[src/sfwg_consts.svh]
// Constants of the serial flash write guard and hold block
// Summary of operation
// RULE1: Host sends write enable first; device sets write enable latch on it.
// RULE2: Latch clears at reset and when any modifying command finishes.
// RULE3: Protected region may be read but program and erase are refused.
// RULE4: Origin bit 0: codes protect top 1/64 doubling up to all.
// RULE5: Origin bit 1: codes protect from zero, 256 KB doubling up to all.
// RULE6: Hardware protection is write-protect pin low combined with lock bit.
// RULE7: Under hardware protection lock bit and block-protect bits are read-only.
// RULE8: Modifying commands run only if clock count is a multiple of eight.
// RULE9: Hold pauses the link but never stops an operation in progress.
// RULE10: Hold starts at hold fall with clock low, else next clock fall.
// RULE11: Hold ends at hold rise with clock low, else next clock fall.
// RULE12: In hold the output floats and clock and data are ignored.
// RULE13: Host keeps select low during hold to keep command state.
// RULE14: Select going high during hold resets the serial interface logic.
// RULE15: Host raises hold before lowering select when resuming.
// RULE16: Hold function is disabled while quad mode is on.
// RULE17: Quad mode turns write-protect pin into IO2 and hold into IO3.
// RULE18: Accelerated programming is disabled while quad mode is on.
// RULE19: Shortened program timing only while high voltage sits on the pin.
// RULE20: Volatile protect configuration loads block-protect bits with 111 at reset.
// RULE21: Modifying commands with latch clear are ignored completely.
// RULE22: Program or erase aimed into protected range is rejected.
`ifndef SFWG_CONSTS_SVH
`define SFWG_CONSTS_SVH
// ****************************************************************
// Command opcodes
// ****************************************************************
`define SFWG_OP_WRITE_ENABLE_CMD_CODE 8'h06
`define SFWG_OP_WRITE_DISABLE_CMD_CODE 8'h04
`define SFWG_OP_WRR_CODE 8'h01
`define SFWG_OP_RDSR_CODE 8'h05
`define SFWG_OP_PP_CODE 8'h02
`define SFWG_OP_QPP_CODE 8'h32
`define SFWG_OP_OTP_CODE 8'h42
`define SFWG_OP_SE_CODE 8'hD8
`define SFWG_OP_P4E_CODE 8'h20
`define SFWG_OP_P8E_CODE 8'h40
`define SFWG_OP_BE_CODE 8'hC7
// ****************************************************************
// Register field positions
// ****************************************************************
`define SFWG_SR_LOCK 7
`define SFWG_SR_BP_HI 4
`define SFWG_SR_BP_LO 2
`define SFWG_SR_WEL 1
`define SFWG_SR_BUSY 0
`define SFWG_CR_ORIGIN 5
`define SFWG_CR_VOLATILE 3
`define SFWG_CR_QUAD 1
`define SFWG_CR_FREEZE 0
// ****************************************************************
// Reset values and protection geometry
// ****************************************************************
`define SFWG_BP_NONE 3'h0
`define SFWG_BP_ALL 3'h7
`define SFWG_REGION_SHIFT 17
`define SFWG_ADDR_ONES 24'hFFFFFF
`define SFWG_SYNC_INIT 6'h19
`endif

[src/sfwg_pkg.sv]
// Types of the serial flash write guard and hold block
package sfwg_pkg;
   typedef enum logic [1:0] {
      SFWG_LS_IDLE = 2'b00,
      SFWG_LS_ACTIVE = 2'b01,
      SFWG_LS_HOLD = 2'b11
   } sfwg_link_type;

   typedef enum logic [2:0] {
      SFWG_OP_NONE = 3'h0,
      SFWG_OP_PROG = 3'h1,
      SFWG_OP_QPROG = 3'h2,
      SFWG_OP_OTP = 3'h3,
      SFWG_OP_SECT = 3'h4,
      SFWG_OP_PSMALL = 3'h5,
      SFWG_OP_PDOUBLE = 3'h6,
      SFWG_OP_BULK = 3'h7
   } sfwg_op_type;
endpackage : sfwg_pkg

[src/sfwg_guard.sv]
// Write guard, protection decode and hold control of the serial flash
`timescale 1ns/10ps
`default_nettype none
`include "sfwg_consts.svh"
module sfwg_guard #(
   parameter int AW = 24,
   parameter logic VOLATILE_INIT = 1'b0,
   parameter logic [2:0] BP_INIT = 3'h0,
   parameter logic ORIGIN_INIT = 1'b0,
   parameter logic QUAD_INIT = 1'b0
) (
   input wire logic mclk_i,
   input wire logic nrst_i,
   input wire logic cs_n_i,
   input wire logic sck_i,
   input wire logic si_i,
   input wire logic hold_n_i,
   input wire logic write_protect_accel_pin_i,
   input wire logic accel_hv_i,
   input wire logic busy_i,
   input wire logic op_done_i,
   output logic so_o,
   output logic so_oe_o,
   output logic op_start_o,
   output sfwg_pkg::sfwg_op_type op_kind_o,
   output logic [AW-1:0] op_addr_o,
   output logic op_reject_o,
   output logic write_enable_latch_o,
   output logic [2:0] block_protect_o,
   output logic status_write_lock_o,
   output logic protect_origin_sel_o,
   output logic protect_bits_volatile_o,
   output logic quad_mode_o,
   output logic freeze_o,
   output logic hardware_protect_mode_o,
   output logic hold_active_o,
   output logic accel_program_o,
   output logic io2_data_o,
   output logic io3_data_o
);
   // ****************************************************************
   // Pin synchronisation and edge detection
   // ****************************************************************
   logic [5:0] sync_q;
   logic cs_s, sck_s, si_s, hold_s, wp_s, hv_s;
   logic cs_q_r, sck_q_r, hold_q_r;

   sfwg_sync #(.W(6), .INIT(`SFWG_SYNC_INIT)) u_sync (
      .mclk_i(mclk_i),
      .nrst_i(nrst_i),
      .d_i({accel_hv_i, write_protect_accel_pin_i, hold_n_i, si_i, sck_i,
            cs_n_i}),
      .q_o(sync_q)
   );
   assign {hv_s, wp_s, hold_s, si_s, sck_s, cs_s} = sync_q;

   always_ff @(posedge mclk_i or negedge nrst_i) begin
      if (!nrst_i) begin
         cs_q_r <= 1'b1;
         sck_q_r <= 1'b0;
         hold_q_r <= 1'b1;
      end else begin
         cs_q_r <= cs_s;
         sck_q_r <= sck_s;
         hold_q_r <= hold_s;
      end
   end

   logic cs_fall, cs_rise, sck_rise, sck_fall, hold_fall, hold_rise;
   assign cs_fall = cs_q_r & ~cs_s;
   assign cs_rise = ~cs_q_r & cs_s;
   assign sck_rise = ~sck_q_r & sck_s;
   assign sck_fall = sck_q_r & ~sck_s;
   assign hold_fall = hold_q_r & ~hold_s;
   assign hold_rise = ~hold_q_r & hold_s;

   // ****************************************************************
   // Functions
   // ****************************************************************
   function automatic logic prot_hit(input logic [AW-1:0] addr,
                                     input logic [2:0] bp,
                                     input logic origin);
      logic [AW-1:0] mask;
      mask = AW'(`SFWG_ADDR_ONES) << (`SFWG_REGION_SHIFT + int'(bp));
      if (bp == `SFWG_BP_NONE)
         prot_hit = 1'b0;
      else if (bp == `SFWG_BP_ALL)
         prot_hit = 1'b1;
      else if (origin)
         prot_hit = (addr & mask) == '0; // [RULE5]
      else
         prot_hit = (addr & mask) == mask; // [RULE4]
   endfunction : prot_hit

   function automatic sfwg_pkg::sfwg_op_type op_decode(input logic [7:0] c);
      unique case (c)
         `SFWG_OP_PP_CODE: op_decode = sfwg_pkg::SFWG_OP_PROG;
         `SFWG_OP_QPP_CODE: op_decode = sfwg_pkg::SFWG_OP_QPROG;
         `SFWG_OP_OTP_CODE: op_decode = sfwg_pkg::SFWG_OP_OTP;
         `SFWG_OP_SE_CODE: op_decode = sfwg_pkg::SFWG_OP_SECT;
         `SFWG_OP_P4E_CODE: op_decode = sfwg_pkg::SFWG_OP_PSMALL;
         `SFWG_OP_P8E_CODE: op_decode = sfwg_pkg::SFWG_OP_PDOUBLE;
         `SFWG_OP_BE_CODE: op_decode = sfwg_pkg::SFWG_OP_BULK;
         default: op_decode = sfwg_pkg::SFWG_OP_NONE;
      endcase
   endfunction : op_decode

   // ****************************************************************
   // Link state: idle, shifting, hold
   // ****************************************************************
   sfwg_pkg::sfwg_link_type st_r;
   logic quad_r;

   always_ff @(posedge mclk_i or negedge nrst_i) begin
      if (!nrst_i) begin
         st_r <= sfwg_pkg::SFWG_LS_IDLE;
      end else begin
         unique case (st_r)
            sfwg_pkg::SFWG_LS_IDLE: begin
               if (cs_fall)
                  st_r <= sfwg_pkg::SFWG_LS_ACTIVE;
            end
            sfwg_pkg::SFWG_LS_ACTIVE: begin
               if (cs_rise)
                  st_r <= sfwg_pkg::SFWG_LS_IDLE;
               else if (!quad_r && ((hold_fall && !sck_s) ||
                                    (!hold_s && sck_fall))) // [RULE10] [RULE16]
                  st_r <= sfwg_pkg::SFWG_LS_HOLD;
            end
            sfwg_pkg::SFWG_LS_HOLD: begin
               // Select rising here drops the frame without executing it
               if (cs_rise)
                  st_r <= sfwg_pkg::SFWG_LS_IDLE; // [RULE14]
               else if ((hold_rise && !sck_s) || (hold_s && sck_fall))
                  st_r <= sfwg_pkg::SFWG_LS_ACTIVE; // [RULE11]
            end
            default: st_r <= sfwg_pkg::SFWG_LS_IDLE;
         endcase
      end
   end

   // ****************************************************************
   // Command shifter
   // ****************************************************************
   logic [2:0] bit_cnt_r, byte_cnt_r;
   logic [7:0] shift_r, opcode_r, sr_data_r, cr_data_r;
   logic [AW-1:0] addr_r;
   logic [7:0] byte_nxt;
   logic take;

   assign byte_nxt = {shift_r[6:0], si_s};
   // Clock and data are only looked at outside hold
   assign take = (st_r == sfwg_pkg::SFWG_LS_ACTIVE) && sck_rise; // [RULE12]

   always_ff @(posedge mclk_i or negedge nrst_i) begin
      if (!nrst_i) begin
         bit_cnt_r <= 3'h0;
         byte_cnt_r <= 3'h0;
         shift_r <= 8'h00;
         opcode_r <= 8'h00;
         sr_data_r <= 8'h00;
         cr_data_r <= 8'h00;
         addr_r <= '0;
      end else if (cs_fall) begin
         bit_cnt_r <= 3'h0;
         byte_cnt_r <= 3'h0;
      end else if (take) begin
         shift_r <= byte_nxt;
         bit_cnt_r <= bit_cnt_r + 3'h1;
         if (bit_cnt_r == 3'h7) begin
            if (byte_cnt_r != 3'h7)
               byte_cnt_r <= byte_cnt_r + 3'h1;
            if (byte_cnt_r == 3'h0)
               opcode_r <= byte_nxt;
            if (byte_cnt_r == 3'h1)
               sr_data_r <= byte_nxt;
            if (byte_cnt_r == 3'h2)
               cr_data_r <= byte_nxt;
            if (byte_cnt_r >= 3'h1 && byte_cnt_r <= 3'h3)
               addr_r <= {addr_r[AW-9:0], byte_nxt};
         end
      end
   end

   // ****************************************************************
   // Command execution at the end of a frame
   // ****************************************************************
   logic frame_end, aligned, hw_protect, wrr_ok, arr_req, hit;
   sfwg_pkg::sfwg_op_type kind;
   logic wel_r, status_write_lock_r, origin_r, volatile_r, freeze_r;
   logic [2:0] bp_r;

   // A frame cut short by select in hold never reaches here
   assign frame_end = (st_r == sfwg_pkg::SFWG_LS_ACTIVE) && cs_rise;
   assign aligned = bit_cnt_r == 3'h0; // [RULE8]
   // Pin function is lost in quad mode
   assign hw_protect = status_write_lock_r & ~wp_s & ~quad_r; // [RULE6]
   assign kind = op_decode(opcode_r);
   assign wrr_ok = frame_end && aligned && !busy_i && wel_r &&
                   opcode_r == `SFWG_OP_WRR_CODE && byte_cnt_r >= 3'h2;
   assign arr_req = frame_end && aligned && !busy_i && wel_r && // [RULE21]
                    kind != sfwg_pkg::SFWG_OP_NONE &&
                    ((kind == sfwg_pkg::SFWG_OP_BULK) ? byte_cnt_r == 3'h1
                                                      : byte_cnt_r >= 3'h4);
   assign hit = (kind == sfwg_pkg::SFWG_OP_OTP) ? 1'b0 :
                (kind == sfwg_pkg::SFWG_OP_BULK) ? bp_r != `SFWG_BP_NONE :
                prot_hit(addr_r, bp_r, origin_r); // [RULE3]

   always_ff @(posedge mclk_i or negedge nrst_i) begin
      if (!nrst_i)
         wel_r <= 1'b0; // [RULE2]
      else if (frame_end && aligned && !busy_i && byte_cnt_r == 3'h1 &&
               opcode_r == `SFWG_OP_WRITE_ENABLE_CMD_CODE)
         wel_r <= 1'b1; // [RULE1]
      else if (op_done_i || wrr_ok ||
               (frame_end && aligned && opcode_r == `SFWG_OP_WRITE_DISABLE_CMD_CODE))
         wel_r <= 1'b0; // [RULE2]
   end

   always_ff @(posedge mclk_i or negedge nrst_i) begin
      if (!nrst_i) begin
         status_write_lock_r <= 1'b0;
         bp_r <= VOLATILE_INIT ? `SFWG_BP_ALL : BP_INIT; // [RULE20]
         origin_r <= ORIGIN_INIT;
         volatile_r <= VOLATILE_INIT;
         quad_r <= QUAD_INIT;
         freeze_r <= 1'b0;
      end else if (wrr_ok) begin
         if (!hw_protect) begin
            status_write_lock_r <= sr_data_r[`SFWG_SR_LOCK]; // [RULE7]
            if (!freeze_r)
               bp_r <= sr_data_r[`SFWG_SR_BP_HI:`SFWG_SR_BP_LO]; // [RULE7]
         end
         // Origin, volatile and freeze bits can only be set, never cleared
         if (byte_cnt_r >= 3'h3 && !freeze_r) begin
            origin_r <= origin_r | cr_data_r[`SFWG_CR_ORIGIN];
            volatile_r <= volatile_r | cr_data_r[`SFWG_CR_VOLATILE];
            quad_r <= cr_data_r[`SFWG_CR_QUAD];
            freeze_r <= cr_data_r[`SFWG_CR_FREEZE];
         end
      end
   end

   // The operation itself runs in the array; hold cannot reach it
   always_ff @(posedge mclk_i or negedge nrst_i) begin
      if (!nrst_i) begin
         op_start_o <= 1'b0;
         op_reject_o <= 1'b0;
         op_kind_o <= sfwg_pkg::SFWG_OP_NONE;
         op_addr_o <= '0;
      end else begin
         op_start_o <= arr_req && !hit; // [RULE9]
         op_reject_o <= arr_req && hit; // [RULE22]
         if (arr_req) begin
            op_kind_o <= kind;
            op_addr_o <= addr_r;
         end
      end
   end

   // ****************************************************************
   // Status read-out, pin reuse and acceleration
   // ****************************************************************
   logic [7:0] out_sh_r, status_c;
   logic rd_active;

   assign status_c = {status_write_lock_r, 2'b00, bp_r, wel_r, busy_i};
   assign rd_active = opcode_r == `SFWG_OP_RDSR_CODE && byte_cnt_r != 3'h0;
   assign so_oe_o = (st_r == sfwg_pkg::SFWG_LS_ACTIVE) && rd_active; // [RULE12]

   always_ff @(posedge mclk_i or negedge nrst_i) begin
      if (!nrst_i) begin
         out_sh_r <= 8'h00;
         so_o <= 1'b0;
      end else if (take && bit_cnt_r == 3'h7) begin
         out_sh_r <= status_c;
      end else if (st_r == sfwg_pkg::SFWG_LS_ACTIVE && sck_fall) begin
         so_o <= out_sh_r[7];
         out_sh_r <= {out_sh_r[6:0], out_sh_r[7]};
      end
   end

   always_ff @(posedge mclk_i or negedge nrst_i) begin
      if (!nrst_i) begin
         io2_data_o <= 1'b0;
         io3_data_o <= 1'b0;
         accel_program_o <= 1'b0;
      end else begin
         io2_data_o <= quad_r & wp_s; // [RULE17]
         io3_data_o <= quad_r & hold_s; // [RULE17]
         accel_program_o <= hv_s & ~quad_r; // [RULE18] [RULE19]
      end
   end

   assign write_enable_latch_o = wel_r;
   assign block_protect_o = bp_r;
   assign status_write_lock_o = status_write_lock_r;
   assign protect_origin_sel_o = origin_r;
   assign protect_bits_volatile_o = volatile_r;
   assign quad_mode_o = quad_r;
   assign freeze_o = freeze_r;
   assign hardware_protect_mode_o = hw_protect;
   assign hold_active_o = st_r == sfwg_pkg::SFWG_LS_HOLD;
endmodule : sfwg_guard
`default_nettype wire

[src/sfwg_sync.sv]
// Two-flop synchroniser bank for pins entering the core clock
`timescale 1ns/10ps
`default_nettype none
module sfwg_sync #(
   parameter int W = 6,
   parameter logic [W-1:0] INIT = '0
) (
   input wire logic mclk_i,
   input wire logic nrst_i,
   input wire logic [W-1:0] d_i,
   output logic [W-1:0] q_o
);
   logic [W-1:0] meta_r;

   always_ff @(posedge mclk_i or negedge nrst_i) begin
      if (!nrst_i) begin
         meta_r <= INIT;
         q_o <= INIT;
      end else begin
         meta_r <= d_i;
         q_o <= meta_r;
      end
   end
endmodule : sfwg_sync
`default_nettype wire

[config.mk]
export PLATFORM = sky130hd
export DESIGN_NAME = sfwg_guard
export DESIGN_NICKNAME = d
export VERILOG_FILES = /design/src/sfwg_pkg.sv /design/src/sfwg_guard.sv /design/src/sfwg_sync.sv
export VERILOG_INCLUDE_DIRS = /design/src /design/src/src
export SDC_FILE = /design/constraint.sdc
export NUM_CORES = 1
export LEC_CHECK = 0
export ABC_CLOCK_PERIOD_IN_PS = 3250
export BUFFER_PORTS_ARGS = -buffer_cell sky130_fd_sc_hd__buf_2
export CORE_ASPECT_RATIO = 0.5
export CORE_MARGIN = 2
export CORE_UTILIZATION = 60
export CTS_BUF_LIST = sky130_fd_sc_hd__clkbuf_4 sky130_fd_sc_hd__clkbuf_8 sky130_fd_sc_hd__clkbuf_16
export DETAILED_ROUTE_END_ITERATION = 8
export PLACE_DENSITY_LB_ADDON = 0.25
export SLEW_MARGIN = 20
export SYNTH_ARGS = -nofsm -noshare
export SYNTH_HDL_FRONTEND = slang
export SYNTH_SLANG_ARGS = --single-unit
[constraint.sdc]
create_clock -name mclk_i -period 3.25 [get_ports mclk_i]
set_input_delay 0.1625 -clock mclk_i [delete_from_list [all_inputs] [get_ports mclk_i]]
set_output_delay 0.1625 -clock mclk_i [all_outputs]
set_load 0.03 [all_outputs]
# Yosys cells after proc, flatten, opt, wreduce, memory -nomap -nowiden
# Cells that the tools add are included.
dict set report word_totals {
  mem_bits_rw 0
  n_memories 0
  latch_bits 0
  regBits 126
  out_inout_bits 45
  romBits 0
  word_cells 170
}
dict set report classes {
  div 0
  reduce_logical 59
  add_sub_neg 3
  n_mul 0
  magnitude_cmp 5
  muxes 23
  n_bitwise 26
  n_shift 1
  eq_ne 24
}
# op count
set ops {}
lappend ops {{logical AND 1 bit} 25}
lappend ops {{AND 24 bit} 1}
lappend ops {{== test 24 bit} 1}
lappend ops {{== test 8 x 3 -> 1 bit, second input constant} 3}
lappend ops {{zero test 24 bit} 1}
lappend ops {{left shift 24 x 6 -> 24 bit, first input constant} 1}
lappend ops {{one-hot mux 3 bit (7 select lines)} 1}
lappend ops {{two-way mux 3 bit} 6}
lappend ops {{== test 8 x 6 -> 1 bit, second input constant} 2}
lappend ops {{== test 8 x 7 -> 1 bit, second input constant} 2}
lappend ops {{== test 8 bit, second input constant} 2}
lappend ops {{two-way mux 8 bit} 2}
lappend ops {{AND reduction 4 bit} 4}
lappend ops {{NOT 1 bit} 12}
lappend ops {{AND 1 bit} 11}
lappend ops {{two-way mux 2 bit} 5}
lappend ops {{nonzero test 2 bit} 5}
lappend ops {{== test 3 bit, second input constant} 3}
lappend ops {{zero test 3 bit} 3}
lappend ops {{AND reduction 3 bit} 3}
lappend ops {{nonzero test 3 bit} 3}
lappend ops {{== test 8 x 1 -> 1 bit, second input constant} 1}
lappend ops {{== test 8 x 2 -> 1 bit, second input constant} 1}
lappend ops {{two-way mux 1 bit} 8}
lappend ops {{other kinds (19)} 35}

# Depth between registers and ports, before layout
dict set report depth {
  ltp_word 12
  depth_mapped 8
}

# Modules after synthesis
# A second synthesis with hierarchy kept.
dict set report hier_totals {
  hier_cells 382
  area_unflattened_um2 5107.4
}
# module cells_per_inst seq_area_each_um2 area_each_um2 n_inst
set modules_own_cells {}
lappend modules_own_cells {sfwg_guard 370 2705.1 4799.6 1}
lappend modules_own_cells {sfwg_sync 12 307.8 307.8 1}

# Worst setup path before layout
# OpenSTA, ideal clock, no wires.
dict set report synth_timing {
  path_type {reg-to-reg}
  start {register bit_cnt_r[0]}
  end {register op_addr_o[10]}
  arrival_time_ns 2.106
  setup_slack_ns 1.019
  required_time_ns 3.125
  synth_period_minus_slack_ns 2.231
  n_path_buf 1
  path_stages_with_launch 9
  path_cell_list {dfrtp_1 -> inv_1 -> ha_1 -> nand4bb_1 -> and4bb_2 -> and3_1 -> a211oi_4 -> buf_8 -> mux2_4}
}
dict set report synth_between {
  elab_chain_cells 6
}
# element line
set synth_rtl {}
lappend synth_rtl {{start: declaration} sfwg_guard.sv:145} ;# logic [2:0] bit_cnt_r, byte_cnt_r;
lappend synth_rtl {{start signal: assignment} sfwg_guard.sv:169} ;# bit_cnt_r <= bit_cnt_r + 3'h1;
lappend synth_rtl {{zero test 3 bit} sfwg_guard.sv:195} ;# assign aligned = bit_cnt_r == 3'h0;
lappend synth_rtl {{logical AND 1 bit (4 in a row)} sfwg_guard.sv:201} ;# assign arr_req = frame_end && aligned && !busy_i && wel_r &&
lappend synth_rtl {{logical AND 1 bit} sfwg_guard.sv:202} ;# kind != sfwg_pkg::SFWG_OP_NONE &&
lappend synth_rtl {{end signal: assignment} sfwg_guard.sv:256} ;# op_addr_o <= addr_r;
lappend synth_rtl {{end: declaration} sfwg_guard.sv:26} ;# output logic [AW-1:0] op_addr_o,
# Every way passes these cells.
# A chain may end at the register's enable or synchronous reset.

# Final worst setup path
dict set report layout_timing {
  start {register bit_cnt_r[0]}
  end {register op_addr_o[5]}
}
# Same word-level chain as after synthesis.

==> results by group <==
Final layout
  – Layout area overhead: 20.2%
  – Fin area: 6320 sq um
  – Total Nets Final: 485
  – Ratio of cells with drive above 1 in the final layout: 0.395
  – Antenna cells: 0
  – Final non-filler cell total: 590

STA
  – Final period util: 0.747
  – Setup TNS: 0 ps
  – Slew Limit Fails: 0
  – Slew at the pin closest to its max-slew limit: 757 ps
  – Min Tclk post-route: 2430 ps
  – Hold slack: 22.4 ps
  – Max Fclk: 0.412 GHz
  – Final setup fails: 0
  – Max transition margin: 0.492
  – Fin. Hold Viols: 0
  – Unrepaired setup endpoints after global routing: false
  – Clock skew: 8.45 ps

Critical path
  – Crit. End Element: flop
  – WS Path Type: reg -> reg
  – CP Max Fanout: 27
  – Startpoint types: flop
  – Worst EP arrival: 2720 ps
  – Req. time, crit path: 3540 ps

Power and ir drop
  – Pleak: 3.29 nW
  – P per Cell Area: 594 nW/um^2
  – Comb pwr share: 0.047
  – Internal: 2.94 mW
  – VDD IR max: 0.000484 V
  – Clk network pwr share: 0.504
  – Reg power frac: 0.449
  – Sw frac: 0.217
  – Psw: 0.814 mW
  – Design Power: 3.76 mW

Clocking
  – Post-CTS Resized: 0
  – Clock Latency Late Sink: 400 ps
  – Post-CTS Setup Inserts: 0
  – Reg clk slew, reported paths: 50 ps
  – Htree depth: 4
  – Clock Sinks: 120
  – CTS tree: yes
  – CTS buffer count: 17
  – Root Driver: clkbuf_16
  – CTS Buffer Depth: 2

Synthesis
  – Post-synth EDFFs: 0
  – Ys Warns: 0
  – Seq/Total Area, Yosys: 0.573
  – Avg Cell Area, Syn: 13.6 sq um
  – Post-synth top cells: 112 x dfrtp_1, 59 x mux2_2, 25 x nor2_1
  – Post-Syn Nets: 411
  – Post-synthesis cell count: 387
  – Most used DFF post-synth: dfrtp_1
  – Synthesized area: 5260 sq um
  – Cell with the most instances after synthesis: dfrtp_1
  – Distinct cells, synth: 57
  – Post-synth top area share: 0.533
  – Largest cells by area after synthesis: dfrtp_1 53%, mux2_2 13%, mux2_4 5.7%
  – Number of synthesized register bits: 120
  – Cell taking the most area after synthesis: dfrtp_1
  – FFs w/ async S/R, synth: 1.00

Route
  – Number of vias per cell: 5.67
  – M1 WL: 4780 um
  – Met2 Routed Length: 5290 um
  – DRT Pass-1 Iters: 4
  – DR vias: 3346
  – Iteration-0 DRC Markers: 255
  – Remaining DRCs: 0
  – Routed length per instance: 18.2 um
  – Post-route ant nets: 0
  – Total routed wirelength: 10700 um
  – DR top layer: met4
  – Met3 wire len: 489 um

Floorplanning
  – Die X: 136 um
  – I/O pin total: 55
  – Initial Utilization: 0.610
  – Die area: 9580 sq um
  – Die span in y: 70.2 um
  – Placement row count: 24
  – Core area: 8620 sq um

Place
  – Routability cong.: 0.875
  – Placed cells: 552
  – Port bufs: 54
  – Placed cell areas: 5650 sq um
  – DP Wirelength: 7120 um

GRT
  – Largest net degree at the start of global routing: 62
  – Vias in the first global route: 3570
  – Total Routing Usage GR: 0.255
  – Total grt overflow: 0
  – First-pass GRT wire length: 18300 um
  – Initial antenna violation count: 0

Worst hold path
  – Hold Crit Class: in -> reg

Run
  – Maxcap violations: 0

Outcome
  – Status: complete, no violations
cells by family after synthesis:
family,synth area share
XOR/XNOR,0.00500
multiplexers,0.193
AO/OA/AOI/OAI,0.0538
AND/OR/NAND/NOR,0.121
buffers and inverters,0.0207
flip-flops,0.573
adder cells (fa/ha/maj),0.0333
state kept, by name, indices dropped and copies added (netlist names), 4 cells and up:
signal         count
u_sync.meta_r      6
sr_data_r          4
out_sh_r           8
op_addr_o         24
opcode_r           8
cr_data_r          4
shift_r            7
u_sync.q_o         6
addr_r            24
cell usage in the layout, fill, tap and decap left out, types with 4 or more instances in the layout:
master	instances
a21oi_1	5
a22oi_1	7
and2_1	4
and3_1	4
buf_2	53
buf_4	4
clkbuf_16	17
clkbuf_4	4
dfrtp_1	112
dfstp_2	8
dlygate4sd3_1	7
ha_1	14
inv_1	10
mux2_2	59
mux2_4	20
mux2i_1	4
nand2_1	21
nand2b_1	6
nor2_1	25
nor2b_1	10
nor3_1	6
nor3b_1	4
o21ai_0	6
routing by layer:
metal,global-route usage,vias to the layer above
met1,0.319,1696
li1,-,1543
met5,0,-
met3,0.0763,19
met4,0.0903,0
met2,0.424,88
worst max-delay path: stages, from the launching register on:
cell       delay (ps)
dfrtp_1           390
inv_1              60
ha_1              180
nand4bb_1         120
and4bb_2          290
and3_1            200
a211oi_4          220
buf_4             440
mux2_2            390
path summary, 6_finish.rpt:
path / from / end / slack (ps) / cells past startpoint
worst max-delay path: bit_cnt_r[0] / op_addr_o[5] / 820 / 8
worst min register to register: u_sync.meta_r[5] / u_sync.q_o[5] / 350 / 0
min in group asynchronous: nrst_i / out_sh_r[4] / 370 / 2
worst max register to register: bit_cnt_r[0] / op_addr_o[5] / 820 / 8
worst min-delay path: busy_i / out_sh_r[0] / 20 / 3
max in group asynchronous: nrst_i / addr_r[5] / 2070 / 3
power groups by stage:
stage / Sequential, mW / Combinational (mW) / Clock (mW)
2_1_floorplan: 1.68 / 0.100 / 0
3_3_place_gp: 1.70 / 0.160 / 0
3_5_place_dp: 1.71 / 0.171 / 0
4_1_cts: 1.69 / 0.182 / 1.93
5_1_grt: 1.70 / 0.202 / 2.00
6_report: 1.69 / 0.177 / 1.89
cell type report:
type                            instances  area [sq um]
Clock buffer                           23           483
Multi-Input combinational cell        247          2140
Tap cell                              117           146
Sequential cell                       120          3010
Timing Repair Buffer                   65           385
Clock inverter                          8           121
Inverter                               10          37.5
Fill cell                             578          2290
repair_timing:
action                                  CTS  global route
hold buffers                              7             0
endpoints found under the setup margin    0             0
endpoints found under the hold margin    57             0
per-stage QoR:
stage / setup slack [ps] / utilization
after global routing: 723 / 0.734
after detailed placement: 806 / 0.656
after floorplan: 1020 / -
after CTS: 806 / 0.734
final: 821 / 0.734
after global placement: 905 / 0.656
Power figures use the tool's default switching activity.
